### src/verilog/rtst_defines.vh
// constants for the reload timer with sleep tick: register map,
// field positions, reset values and timing figures.
// assumes inclusion by bare name from the timer design files.
`ifndef RTST_DEFINES_VH
`define RTST_DEFINES_VH

// ----------------------------------------------------------------
// register offsets (byte addresses)
// ----------------------------------------------------------------
`define RTST_OFF_CTRL      5'h00
`define RTST_OFF_PRESET    5'h04
`define RTST_OFF_COUNT     5'h08
`define RTST_OFF_INTSTAT   5'h0c
`define RTST_OFF_INTEN     5'h10
`define RTST_OFF_SLEEP     5'h14
`define RTST_OFF_STATUS    5'h18

// ----------------------------------------------------------------
// field positions
// ----------------------------------------------------------------
`define RTST_CTRL_RUN      0
`define RTST_CTRL_SEL_LO   1
`define RTST_CTRL_SEL_HI   3
`define RTST_CTRL_ROUTE    4
`define RTST_CTRL_TOGEN    5
`define RTST_CTRL_WAKEEN   6
`define RTST_INT_OVF       0
`define RTST_INT_SLEEP     1
`define RTST_INT_WAKE      2
`define RTST_SLP_EN        0
`define RTST_SLP_N_LO      1
`define RTST_SLP_N_HI      6

// ----------------------------------------------------------------
// clock source select codes
// ----------------------------------------------------------------
`define RTST_SEL_8M        3'h0
`define RTST_SEL_2M        3'h1
`define RTST_SEL_500K      3'h2
`define RTST_SEL_250K      3'h3
`define RTST_SEL_125K      3'h4
`define RTST_SEL_EXT_A     3'h5
`define RTST_SEL_EXT_B     3'h6
`define RTST_SEL_NONE      3'h7

// ----------------------------------------------------------------
// reset values
// ----------------------------------------------------------------
`define RTST_RST_CTRL      7'h0e
`define RTST_RST_BYTE      8'h00
`define RTST_RST_INT       3'h0
`define RTST_RST_SLEEP     7'h00

// ----------------------------------------------------------------
// timing: system clock and tick rates in kHz
// ----------------------------------------------------------------
`define RTST_SYS_KHZ       16'd25000
`define RTST_RATE_8M       16'd8000
`define RTST_RATE_2M       16'd2000
`define RTST_RATE_500K     16'd500
`define RTST_RATE_250K     16'd250
`define RTST_RATE_125K     16'd125

// sleep interval unit in picoseconds and the clock period
`define RTST_SLEEP_UNIT_PS 976562500
`define RTST_CLK_PERIOD_PS 40000
`define RTST_SLEEP_UNIT_CYCLES (`RTST_SLEEP_UNIT_PS / `RTST_CLK_PERIOD_PS)

`endif

### src/verilog/rtst_edge_sync.v
// two-stage synchroniser with rising-edge pulse for one pin input.
// assumes a free-running system clock and synchronous active-high reset.
`timescale 1ns/1ns

module rtst_edge_sync (
	input  wire clock,
	input  wire srst,
	input  wire pinIn,
	output reg  risePulse
);

	reg stageA;
	reg stageB;
	reg stageC;

	// ----------------------------------------------------------------
	// synchroniser and edge detector
	// ----------------------------------------------------------------
	// stageA feeds stageB only; edge is taken from stageB/stageC
	always @(posedge clock) begin
		if (srst) begin
			stageA    <= 1'b0;
			stageB    <= 1'b0;
			stageC    <= 1'b0;
			risePulse <= 1'b0;
		end else begin
			stageA    <= pinIn;
			stageB    <= stageA;
			stageC    <= stageB;
			risePulse <= stageB & ~stageC;
		end
	end

endmodule

### src/verilog/rtst_timer.v
// eight-bit reloading up counter with toggle output and sleep tick,
// reached over an apb slave with sticky, maskable interrupt status.
// assumes a 25 MHz clock, synchronous srst, single-cycle apb answers.
//
// Our own choices: the address map and the APB slave port.
`timescale 1ns/1ns
`include "rtst_defines.vh"

module rtst_timer #(
	parameter integer SLEEP_UNIT_CYCLES = `RTST_SLEEP_UNIT_CYCLES
) (
	input  wire        clock,
	input  wire        srst,
	input  wire        psel,
	input  wire        penable,
	input  wire        pwrite,
	input  wire [31:0] paddr,
	input  wire [31:0] pwdata,
	output reg  [31:0] prdata,
	output wire        pready,
	output wire        pslverr,
	input  wire        toggleOrExtClockPinIn,
	output wire        toggleOrExtClockPinOut,
	output wire        toggleOrExtClockPinOe,
	output wire        togglePinFirstOut,
	output wire        togglePinFirstOe,
	input  wire        altExtClockPinIn,
	output wire        irq,
	output reg         sleepMode,
	output wire        wakeup
);

	// ----------------------------------------------------------------
	// local constants
	// ----------------------------------------------------------------
	localparam [2:0] S_OFF    = 3'b001;
	localparam [2:0] S_AWAKE  = 3'b010;
	localparam [2:0] S_ASLEEP = 3'b100;
	// last cycle of one sleep unit, cut to the unit counter width
	localparam [31:0] UNIT_LAST_W = SLEEP_UNIT_CYCLES - 1;
	localparam [14:0] UNIT_LAST = UNIT_LAST_W[14:0];

	// ----------------------------------------------------------------
	// declarations
	// ----------------------------------------------------------------
	reg  [6:0]  ctrl;
	reg  [7:0]  preset;
	reg  [7:0]  count;
	reg  [2:0]  intStat;
	reg  [2:0]  intEn;
	reg  [6:0]  sleepCtrl;
	reg         toggleState;
	reg  [15:0] phaseAcc;
	reg  [15:0] rate;
	reg  [16:0] phaseSum;
	reg  [15:0] next_phaseAcc;
	reg         intTick;
	reg         tick;
	reg  [2:0]  sleepState;
	reg  [14:0] unitCount;
	reg  [5:0]  unitsDone;
	reg         sleepEvt;
	reg         wakeEvt;
	reg         next_sleepEvt;
	reg         next_wakeEvt;
	wire        extRiseA;
	wire        extRiseB;
	wire [2:0]  srcSel;
	wire        running;
	wire        wrap;
	wire        apbSetup;
	wire        apbWrite;
	wire        addrHit;
	wire [2:0]  evtNow;
	wire [5:0]  sleepN;
	wire        wrCtrl;
	wire        wrPreset;
	wire        wrCount;
	wire        wrIntStat;
	wire        wrIntEn;
	wire        wrSleep;

	// fields of the control and sleep registers
	assign srcSel  = ctrl[`RTST_CTRL_SEL_HI:`RTST_CTRL_SEL_LO];
	assign running = ctrl[`RTST_CTRL_RUN];
	assign sleepN  = sleepCtrl[`RTST_SLP_N_HI:`RTST_SLP_N_LO];

	// ----------------------------------------------------------------
	// external clock pins
	// ----------------------------------------------------------------
	// each pin is synchronised and reduced to a rising-edge pulse
	rtst_edge_sync uSyncA (
		.clock     (clock),
		.srst      (srst),
		.pinIn     (toggleOrExtClockPinIn),
		.risePulse (extRiseA)
	);

	rtst_edge_sync uSyncB (
		.clock     (clock),
		.srst      (srst),
		.pinIn     (altExtClockPinIn),
		.risePulse (extRiseB)
	);

	// ----------------------------------------------------------------
	// internal tick generation
	// ----------------------------------------------------------------
	// rate table for the internal sources, in kHz
	always @* begin
		case (srcSel)
			`RTST_SEL_8M:   rate = `RTST_RATE_8M;
			`RTST_SEL_2M:   rate = `RTST_RATE_2M;
			`RTST_SEL_500K: rate = `RTST_RATE_500K;
			`RTST_SEL_250K: rate = `RTST_RATE_250K;
			`RTST_SEL_125K: rate = `RTST_RATE_125K;
			default:        rate = 16'h0000;
		endcase
	end

	// fractional accumulator: mean tick rate equals rate exactly
	always @* begin
		phaseSum = {1'b0, phaseAcc} + {1'b0, rate};
		if (phaseSum >= {1'b0, `RTST_SYS_KHZ}) begin
			next_phaseAcc = phaseSum[15:0] - `RTST_SYS_KHZ;
			intTick       = 1'b1;
		end else begin
			next_phaseAcc = phaseSum[15:0];
			intTick       = 1'b0;
		end
	end

	// accumulator only advances while the counter runs
	always @(posedge clock) begin
		if (srst || !running) begin
			phaseAcc <= 16'h0000;
		end else begin
			phaseAcc <= next_phaseAcc;
		end
	end

	// select the tick that feeds the counter
	always @* begin
		case (srcSel)
			`RTST_SEL_EXT_A: tick = extRiseA;
			`RTST_SEL_EXT_B: tick = extRiseB;
			default:         tick = intTick;
		endcase
	end

	// ----------------------------------------------------------------
	// counter, reload and toggle
	// ----------------------------------------------------------------
	assign wrap = running && tick && (count == 8'hff);

	// count up on ticks; a wrap reloads the preset directly
	always @(posedge clock) begin
		if (srst) begin
			count <= `RTST_RST_BYTE;
		end else if (wrCount) begin
			count <= preset;
		end else if (wrap) begin
			count <= preset;
		end else if (running && tick) begin
			count <= count + 8'h01;
		end
	end

	// toggle flips on every wrap
	always @(posedge clock) begin
		if (srst) begin
			toggleState <= 1'b0;
		end else if (wrap) begin
			toggleState <= ~toggleState;
		end
	end

	// toggle routed to one of two pins, driven only when enabled
	assign togglePinFirstOut      = toggleState;
	assign toggleOrExtClockPinOut = toggleState;
	assign togglePinFirstOe       = running && ctrl[`RTST_CTRL_TOGEN]
		&& !ctrl[`RTST_CTRL_ROUTE];
	assign toggleOrExtClockPinOe  = running && ctrl[`RTST_CTRL_TOGEN]
		&& ctrl[`RTST_CTRL_ROUTE]
		&& srcSel != `RTST_SEL_EXT_A;

	// ----------------------------------------------------------------
	// sleep and wake interval timer
	// ----------------------------------------------------------------
	// alternates awake and asleep phases of (n+1) units each
	always @* begin
		next_sleepEvt = 1'b0;
		next_wakeEvt  = 1'b0;
		if (unitCount == UNIT_LAST && unitsDone >= sleepN) begin
			next_sleepEvt = sleepState == S_AWAKE;
			next_wakeEvt  = sleepState == S_ASLEEP;
		end
	end

	// unit and phase counters; a shrunk n ends the phase at the end of the current unit
	always @(posedge clock) begin
		if (srst) begin
			sleepState <= S_OFF;
			unitCount  <= 15'h0000;
			unitsDone  <= 6'h00;
			sleepMode  <= 1'b0;
			sleepEvt   <= 1'b0;
			wakeEvt    <= 1'b0;
		end else begin
			sleepEvt <= next_sleepEvt;
			wakeEvt  <= next_wakeEvt;
			case (sleepState)
				S_OFF: begin
					unitCount <= 15'h0000;
					unitsDone <= 6'h00;
					sleepMode <= 1'b0;
					if (sleepCtrl[`RTST_SLP_EN]) begin
						sleepState <= S_AWAKE;
					end
				end
				S_AWAKE, S_ASLEEP: begin
					if (!sleepCtrl[`RTST_SLP_EN]) begin
						sleepState <= S_OFF;
					end else if (unitCount != UNIT_LAST) begin
						unitCount <= unitCount + 15'h0001;
					end else if (unitsDone < sleepN) begin
						unitCount <= 15'h0000;
						unitsDone <= unitsDone + 6'h01;
					end else begin
						unitCount  <= 15'h0000;
						unitsDone  <= 6'h00;
						sleepMode  <= sleepState == S_AWAKE;
						sleepState <= (sleepState == S_AWAKE)
							? S_ASLEEP : S_AWAKE;
					end
				end
				default: begin
					sleepState <= S_OFF;
				end
			endcase
		end
	end

	// wake on the interval or on an enabled overflow
	assign wakeup = wakeEvt
		|| (wrap && ctrl[`RTST_CTRL_WAKEEN]);

	// ----------------------------------------------------------------
	// interrupt status and request
	// ----------------------------------------------------------------
	// events that set the sticky status bits
	assign evtNow = {wakeEvt, sleepEvt, wrap};

	// sticky bits, write one to clear; a new event beats the clear
	always @(posedge clock) begin
		if (srst) begin
			intStat <= `RTST_RST_INT;
		end else if (wrIntStat) begin
			intStat <= (intStat & ~pwdata[2:0]) | evtNow;
		end else begin
			intStat <= intStat | evtNow;
		end
	end

	// request rises in the wrap cycle itself when enabled
	assign irq = |(intStat & intEn)
		|| (wrap && intEn[`RTST_INT_OVF]);

	// ----------------------------------------------------------------
	// apb slave
	// ----------------------------------------------------------------
	assign apbSetup = psel && !penable;
	assign apbWrite = psel && penable && pwrite && !pslverr;
	assign addrHit  = paddr[31:5] == 27'h0 && paddr[1:0] == 2'h0
		&& paddr[4:2] != 3'h7;
	assign pready   = 1'b1;
	assign pslverr  = psel && penable && !addrHit;

	// ----------------------------------------------------------------
	// register write strobes
	// ----------------------------------------------------------------
	// one strobe per writable register, access phase only
	assign wrCtrl    = apbWrite && paddr[4:0] == `RTST_OFF_CTRL;
	assign wrPreset  = apbWrite && paddr[4:0] == `RTST_OFF_PRESET;
	assign wrCount   = apbWrite && paddr[4:0] == `RTST_OFF_COUNT;
	assign wrIntStat = apbWrite && paddr[4:0] == `RTST_OFF_INTSTAT;
	assign wrIntEn   = apbWrite && paddr[4:0] == `RTST_OFF_INTEN;
	assign wrSleep   = apbWrite && paddr[4:0] == `RTST_OFF_SLEEP;

	// software-written registers
	always @(posedge clock) begin
		if (srst) begin
			ctrl      <= `RTST_RST_CTRL;
			preset    <= `RTST_RST_BYTE;
			intEn     <= `RTST_RST_INT;
			sleepCtrl <= `RTST_RST_SLEEP;
		end else begin
			if (wrCtrl) begin
				ctrl <= pwdata[6:0];
			end
			if (wrPreset) begin
				preset <= pwdata[7:0];
			end
			if (wrIntEn) begin
				intEn <= pwdata[2:0];
			end
			if (wrSleep) begin
				sleepCtrl <= pwdata[6:0];
			end
		end
	end

	// read data captured in the setup cycle; reading has no side effect
	always @(posedge clock) begin
		if (srst) begin
			prdata <= 32'h00000000;
		end else if (apbSetup) begin
			case (paddr[4:0])
				`RTST_OFF_CTRL:    prdata <= {25'h0, ctrl};
				`RTST_OFF_PRESET:  prdata <= {24'h0, preset};
				`RTST_OFF_COUNT:   prdata <= {24'h0, count};
				`RTST_OFF_INTSTAT: prdata <= {29'h0, intStat};
				`RTST_OFF_INTEN:   prdata <= {29'h0, intEn};
				`RTST_OFF_SLEEP:   prdata <= {25'h0, sleepCtrl};
				`RTST_OFF_STATUS:  prdata <= {30'h0,
					toggleState, sleepMode};
				default:           prdata <= 32'h00000000;
			endcase
		end
	end

endmodule
### config.mk
export PLATFORM = sky130hd
export DESIGN_NAME = rtst_timer
export DESIGN_NICKNAME = d
export VERILOG_FILES = /design/src/verilog/rtst_edge_sync.v /design/src/verilog/rtst_timer.v
export VERILOG_INCLUDE_DIRS = /design/src /design/src/verilog
export SDC_FILE = /design/constraint.sdc
export NUM_CORES = 1
export LEC_CHECK = 0
export BUFFER_PORTS_ARGS = -buffer_cell sky130_fd_sc_hd__buf_2
export CAP_MARGIN = 10
export CORE_ASPECT_RATIO = 1.5
export CORE_UTILIZATION = 56
export CTS_CLUSTER_DIAMETER = 30
export DETAILED_ROUTE_END_ITERATION = 12
export HOLD_SLACK_MARGIN = 0.03
export PLACE_DENSITY = 0.81
export SLEW_MARGIN = 20
export SYNTH_ARGS = -nofsm -noshare
export SYNTH_HDL_FRONTEND = slang
export SYNTH_HIERARCHICAL = 1
export SYNTH_SLANG_ARGS = --single-unit
export TNS_END_PERCENT = 5
### constraint.sdc
create_clock -name clock -period 4.6 [get_ports clock]
set_input_delay 0.46 -clock clock [delete_from_list [all_inputs] [get_ports clock]]
set_output_delay 0.46 -clock clock [all_outputs]
set_load 0.1 [all_outputs]
# Yosys cells after proc, flatten, opt, wreduce, memory -nomap -nowiden
# Cells that the tools add are included.
classes:
  n_eq_ne: 26
  muxes: 26
  multipliers: 0
  shift: 0
  n_reduce_logical: 43
  magnitude_cmp: 3
  div_mod_pow: 0
  addsub: 5
  bitwise: 11
ops:
  columns: ["op", "count"]
  rows:
  - ["one-hot mux 13 bit (5 select lines)", 1]
  - ["one-hot mux 8 bit (7 select lines)", 1]
  - ["2-to-1 mux 15 bit", 2]
  - ["one-hot mux 15 bit (2 select lines)", 1]
  - ["zero test 27 bit", 1]
  - ["2-to-1 mux 8 bit", 3]
  - ["logical AND 1 bit", 22]
  - ["2-to-1 mux 3 bit", 6]
  - ["2-to-1 mux 6 bit", 3]
  - ["adder 16 x 16 -> 17 bit", 1]
  - ["greater-or-equal comparator 17 x 15 -> 1 bit (second input constant)", 1]
  - ["2-to-1 mux 16 bit", 1]
  - ["subtractor 16 x 15 -> 16 bit (second input constant)", 1]
  - ["adder 15 x 1 -> 15 bit (second input constant)", 1]
  - ["equality test 15 bit (second input constant)", 1]
  - ["equality test 5 bit (second input constant)", 3]
  - ["inequality test 15 bit (second input constant)", 1]
  - ["equality test 3 bit (second input constant)", 4]
  - ["inequality test 3 bit (second input constant)", 4]
  - ["one-hot mux 6 bit (2 select lines)", 1]
  - ["equality test 5 x 4 -> 1 bit (second input constant)", 2]
  - ["equality test 3 x 2 -> 1 bit (second input constant)", 3]
  - ["adder 8 x 1 -> 8 bit (second input constant)", 1]
  - ["equality test 8 bit (second input constant)", 1]
  - ["other kinds (26)", 48]
totals:
  latchBits: 0
  in_bits: 71
  n_memories: 0
  reg_bits: 120
  mem_bits_rw: 0
  rom_bits: 0
  out_inout_bits: 41

# Depth between registers and ports, before layout
depth:
  depth_word: 10
  ltp_mapped: 17

# Hierarchy
# Netlist, hierarchy kept.
by_module_without_submodules:
  columns: ["mod", "seq_area_each_um2", "area_per_inst_um2", "instances", "cells_per_inst"]
  rows:
  - ["rtst_timer", 1761.7, 5744.3, 1, 714]
  - ["rtst_edge_sync", 80.1, 111.4, 2, 8]

# Worst setup path after synthesis
# Ideal clock, no wire load.
synth_timing:
  kind: "flip-flop to output port"
  from: "reg ctrl[2]"
  to: "out irq"
  slack_ns: 0.040
  required_time_ns: 4.140
  path_stages_with_launch: 15
  t_arrival_ns: 4.100
  cell_sequence: "dfxtp_1 > clkbuf_1 > nor2_1 > and2_1 > ha_1 > fa_1 > a21o_1 > a221oi_4 > o211ai_2 > a31o_1 > a2111oi_4 > o31ai_4 > a31oi_1 > o21ai_0 > nand2_1"
synth_via:
  elab_chain_cells: 10
  word_cells_on_any_way: 16
  classes_between: "add/sub: 1; order compare: 1; eq/ne: 6; mux: 3; reduce/logical: 5"
synth_rtl:
  columns: ["element", "line", "text"]
  rows:
  - ["start, declared", "rtst_timer.v:46", "reg [6:0] ctrl;"]
  - ["start signal, assigned", "rtst_timer.v:293", "ctrl <= `RTST_RST_CTRL;"]
  - ["start signal, assigned", "rtst_timer.v:299", "ctrl <= pwdata[6:0];"]
  - ["equality test 3 bit, or another cell as far along", "rtst_timer.v:111", "case (srcSel)"]
  - ["one-hot mux 13 bit (5 select lines)", "rtst_timer.v:111", null]
  - ["adder 16 x 16 -> 17 bit", "rtst_timer.v:123", "phaseSum = {1'b0, phaseAcc} + {1'b0, rate};"]
  - ["greater-or-equal comparator 17 x 15 -> 1 bit", "rtst_timer.v:124", "if (phaseSum >= {1'b0, `RTST_SYS_KHZ}) begin"]
  - ["2-to-1 mux 1 bit", "rtst_timer.v:124", null]
  - ["one-hot mux 1 bit (2 select lines) (*)", "rtst_timer.v:144", "case (srcSel)"]
  - ["logical AND 1 bit (*) (2 in series)", "rtst_timer.v:154", "assign wrap = running && tick && (count == 8'hff);"]
  - ["logical AND 1 bit (*)", "rtst_timer.v:267", "|| (wrap && intEn[`RTST_INT_OVF]);"]
  - ["logical OR 1 bit (*)", "rtst_timer.v:266", "assign irq = |(intStat & intEn)"]
  - ["end, declared", "rtst_timer.v:28", "output wire irq,"]
# Every way passes the cells marked *; elsewhere a longest branch is shown, timed or not.

# Final worst setup path
layout_timing:
  from: "reg ctrl[1]"
  to: "out irq"
# Same word-level chain as after synthesis.

==> summary.txt <==
Pwr
  • Leakage: 2.74 nW
  • Max VDD drop: 0.000266 V
  • P per Cell Area: 266 nW/um^2

Routing
  • WL/cell: 16.5 um
  • Total wire length: 15300 um
  • Detail Route Antenna Nets: 0
  • First drt pass iteration count: 5
  • DR vias: 5446
  • DR vias/cell: 5.89
  • Initial DRC count: 350
  • Detailed-route DRC error count: 0

STA
  • Shortest period the worst path allows: 4.43 ns
  • Setup TNS: 0 ns
  • Final period util: 0.962
  • Final worst slack: 0.175 ns
  • Worst-Margin Slew: 0.857 ns
  • Max-slew violations: 0
  • Clock Skews: 0.00688 ns
  • Hold Vio Cnt, Final: 0
  • Slew HR: 0.429
  • RSZ-0062 raised after global routing: false
  • Finish-stage setup viols: 0
  • Max Fclk: 226 MHz

Yosys
  • Synth area leader: dfxtp_1
  • Synth top area cells: dfxtp_1, mux2i_1, nor2_1
  • Share of flip-flops with an asynchronous set or reset: 0
  • Seq/Total Area, Yosys: 0.322
  • Synthesis-stage register bit count: 96
  • Post-Synthesis Cells: 730
  • Avg Inst Size Synth: 8.17 sq um
  • Most common flop cell mapped by yosys: dfxtp_1
  • Synth top area share: 0.322
  • Post-synth EDFFs: 0
  • Synth warn: 6
  • Mapped Area: 5970 sq um
  • Distinct cells, synth: 74

Die
  • Die height: 128 um
  • Core area: 10200 sq um
  • Top Ports: 112
  • # rows: 45
  • Initial Util: 0.582
  • Chip Width: 86.3 um
  • Die area: 11100 sq um

Clock tree
  • CTS Sinks: 96
  • TritonCTS clock tree: yes
  • Clock root buffer: clkbuf_16
  • Worst-path clk slew: 0.07 ns
  • H-Tree Level Count: 3
  • Skew-Pair Late Insertion Delay: 0.35 ns
  • Clock buffer depth: 2
  • Total CTS buffers: 9

GRT
  • Global Route Usage Sum: 0.282
  • First-pass GRT wire length: 24700 um
  • Total gr overflow: 0
  • Antenna violations before repair: 0
  • Largest net degree at the start of global routing: 57
  • Vias in the first global route: 5381

Min path
  • Hold WC Path Type: input pin to register
  • Hold Path Depth: 3

Final layout
  • Final-layout fill cell count: 892
  • Antenna diodes: 0
  • Commonest non-fill, non-tap cell in the layout: nor2_1
  • Nets: 875
  • Ratio of cells with drive above 1 in the final layout: 0.151
  • Commonest non-fill, non-tap cells in the layout: nor2_1, dfxtp_1, buf_2
  • Syn-to-layout area delta: 11.7%

Outcome
  • Status: finished, final reports clean

Placed design
  • Final HPWL DP: 11600 um
  • Dpl ws: 0.327 ns
  • Port Buffers: 62
  • Gp weighted congestion: 0.988

Critical path
  • Slowest-stage cell, CP: a2111oi_4
  • Startpoint types: register
  • Worst Path Arrival: 3.97 ns
  • CP Capture Type: output port
  • R2R depth: 14
  • CP Max Fanout: 9
  • CP Class: register to output port
  • Worst path max stage delay: 0.47 ns
  • Crit-path cells: nor2_1 > and2_1 > ha_1 > fa_2 > a21o_1 > a221oi_4 > o211ai_2 > a31o_1 > a2111oi_4 > o31ai_4 > a31oi_4 > o21ai_1 > nand2_1 > buf_12
  • CP required: 4.14 ns

Flow run
  • Max-Cap Viols: 0
stage by stage:
| step | power [mW] | utilization | hold slack [ns] | std cells | area, sq um |
|---|---|---|---|---|---|
| 2_1_floorplan | 1.01 | - | 0.387 | 753 | 6050 |
| 3_3_place_gp | 1.02 | 0.614 | 0.396 | 906 | 6290 |
| 6_report | 1.78 | 0.651 | 0.337 | 925 | 6670 |
| 4_1_cts | 1.78 | 0.645 | 0.341 | 922 | 6610 |
| 3_5_place_dp | 1.02 | 0.614 | 0.403 | 906 | 6290 |
| 5_1_grt | 1.82 | 0.651 | 0.342 | 925 | 6670 |
critical path, delay by kind of cell, from the launching register on:
family	cells	cell delay, ns
AOI/OAI and AO/OA	8	2.06
adders and majority gates	2	0.58
buffers and inverters	1	0.18
DFF	1	0.39
and+or+nand+nor	3	0.39
state kept, by name, summed over array words and instances (netlist names):
| register | count |
|---|---|
| uSyncA/risePulse | 1 |
| uSyncA/stageA | 1 |
| sleepCtrl | 7 |
| sleepMode | 1 |
| uSyncA/stageB | 1 |
| uSyncB/stageA | 1 |
| ctrl | 7 |
| phaseAcc | 16 |
| toggleOrExtClockPinOut | 1 |
| uSyncA/stageC | 1 |
| count | 8 |
| intStat | 3 |
| preset | 8 |
| uSyncB/stageB | 1 |
| unitsDone | 6 |
| uSyncB/stageC | 1 |
| uSyncB/risePulse | 1 |
| unitCount | 15 |
| sleepEvt | 1 |
| sleepState | 3 |
| wakeEvt | 1 |
| prdata | 8 |
| intEn | 3 |
synth_stat cells (3+ instances only):
library cell and count:
nor4_1 12, o21ai_0 26, o21a_1 3, clkbuf_1 28
nand2b_1 12, xnor2_1 26, dfxtp_1 96, nor2_1 102
a21o_1 8, or3_1 9, a211oi_1 5, nand2_1 59
mux2i_1 40, a31oi_1 6, buf_4 26, nor2b_1 20
xor2_1 15, and3_1 8, a22oi_1 7, inv_1 20
a21oi_1 49, a311oi_1 3, nand3_1 25, o32ai_1 3
or2_2 3, nor3_1 14, nand3b_1 3, nand4_1 10
or4_1 3, o211ai_1 5, ha_1 24, o21ai_1 4
per-layer routing:
metal	vias up	GRT usage	wire length (um)
met3	62	0.0391	568
met5	-	0	0
li1	2631	-	-
met1	2577	0.300	5860
met2	176	0.524	8210
met4	0	0.163	656
what timing repair did:
action / in CTS / in global routing
pin swaps: 0 / 6
setup buffers: 0 / 3
hold buffers: 0 / 0
setup endpoints to repair: 2 / 2
resized for setup: 2 / 12
worst paths after layout:
path	slack (ns)	to	from
setup / recovery	0.17	irq	ctrl[1]
hold / removal	0.34	preset[7]	pwdata[7]
setup reg to reg	0.59	count[6]	ctrl[1]
hold reg to reg	0.41	uSyncA/risePulse	uSyncA/stageC
report_power, final:
group	switching [mW]	internal, mW
clock network	0.329	0.440
logic	0.139	0.0275
registers	0.00436	0.835
total	0.473	1.30
area by class of cell:
| type | instances | area (sq um) | area share |
|---|---|---|---|
| multi-input combinational | 580 | 3760 | 0.565 |
| sequential | 96 | 1930 | 0.290 |
| timing repair buffer | 72 | 415 | 0.0623 |
| clock buffer | 11 | 243 | 0.0364 |
| tap | 141 | 176 | 0.0265 |
| inverter | 20 | 75.1 | 0.0113 |
| clock inverter | 5 | 62.6 | 0.00938 |
cells by family (layout without fill, tap and decap cells):
kind of cell               after synthesis  count (layout)  synth area share
xor gates and xnor gates                41              41            0.0602
other                                    2              25           0.00126
adders and majority gates               25              25            0.0537
AOI/OAI and AO/OA                      148             148             0.173
DFF                                     96              96             0.322
buffers and inverters                   77             108            0.0675
muxes                                   43              43            0.0765
and+or+nand+nor                        298             298             0.245
Note: power is estimated with default switching activity, not from simulation.
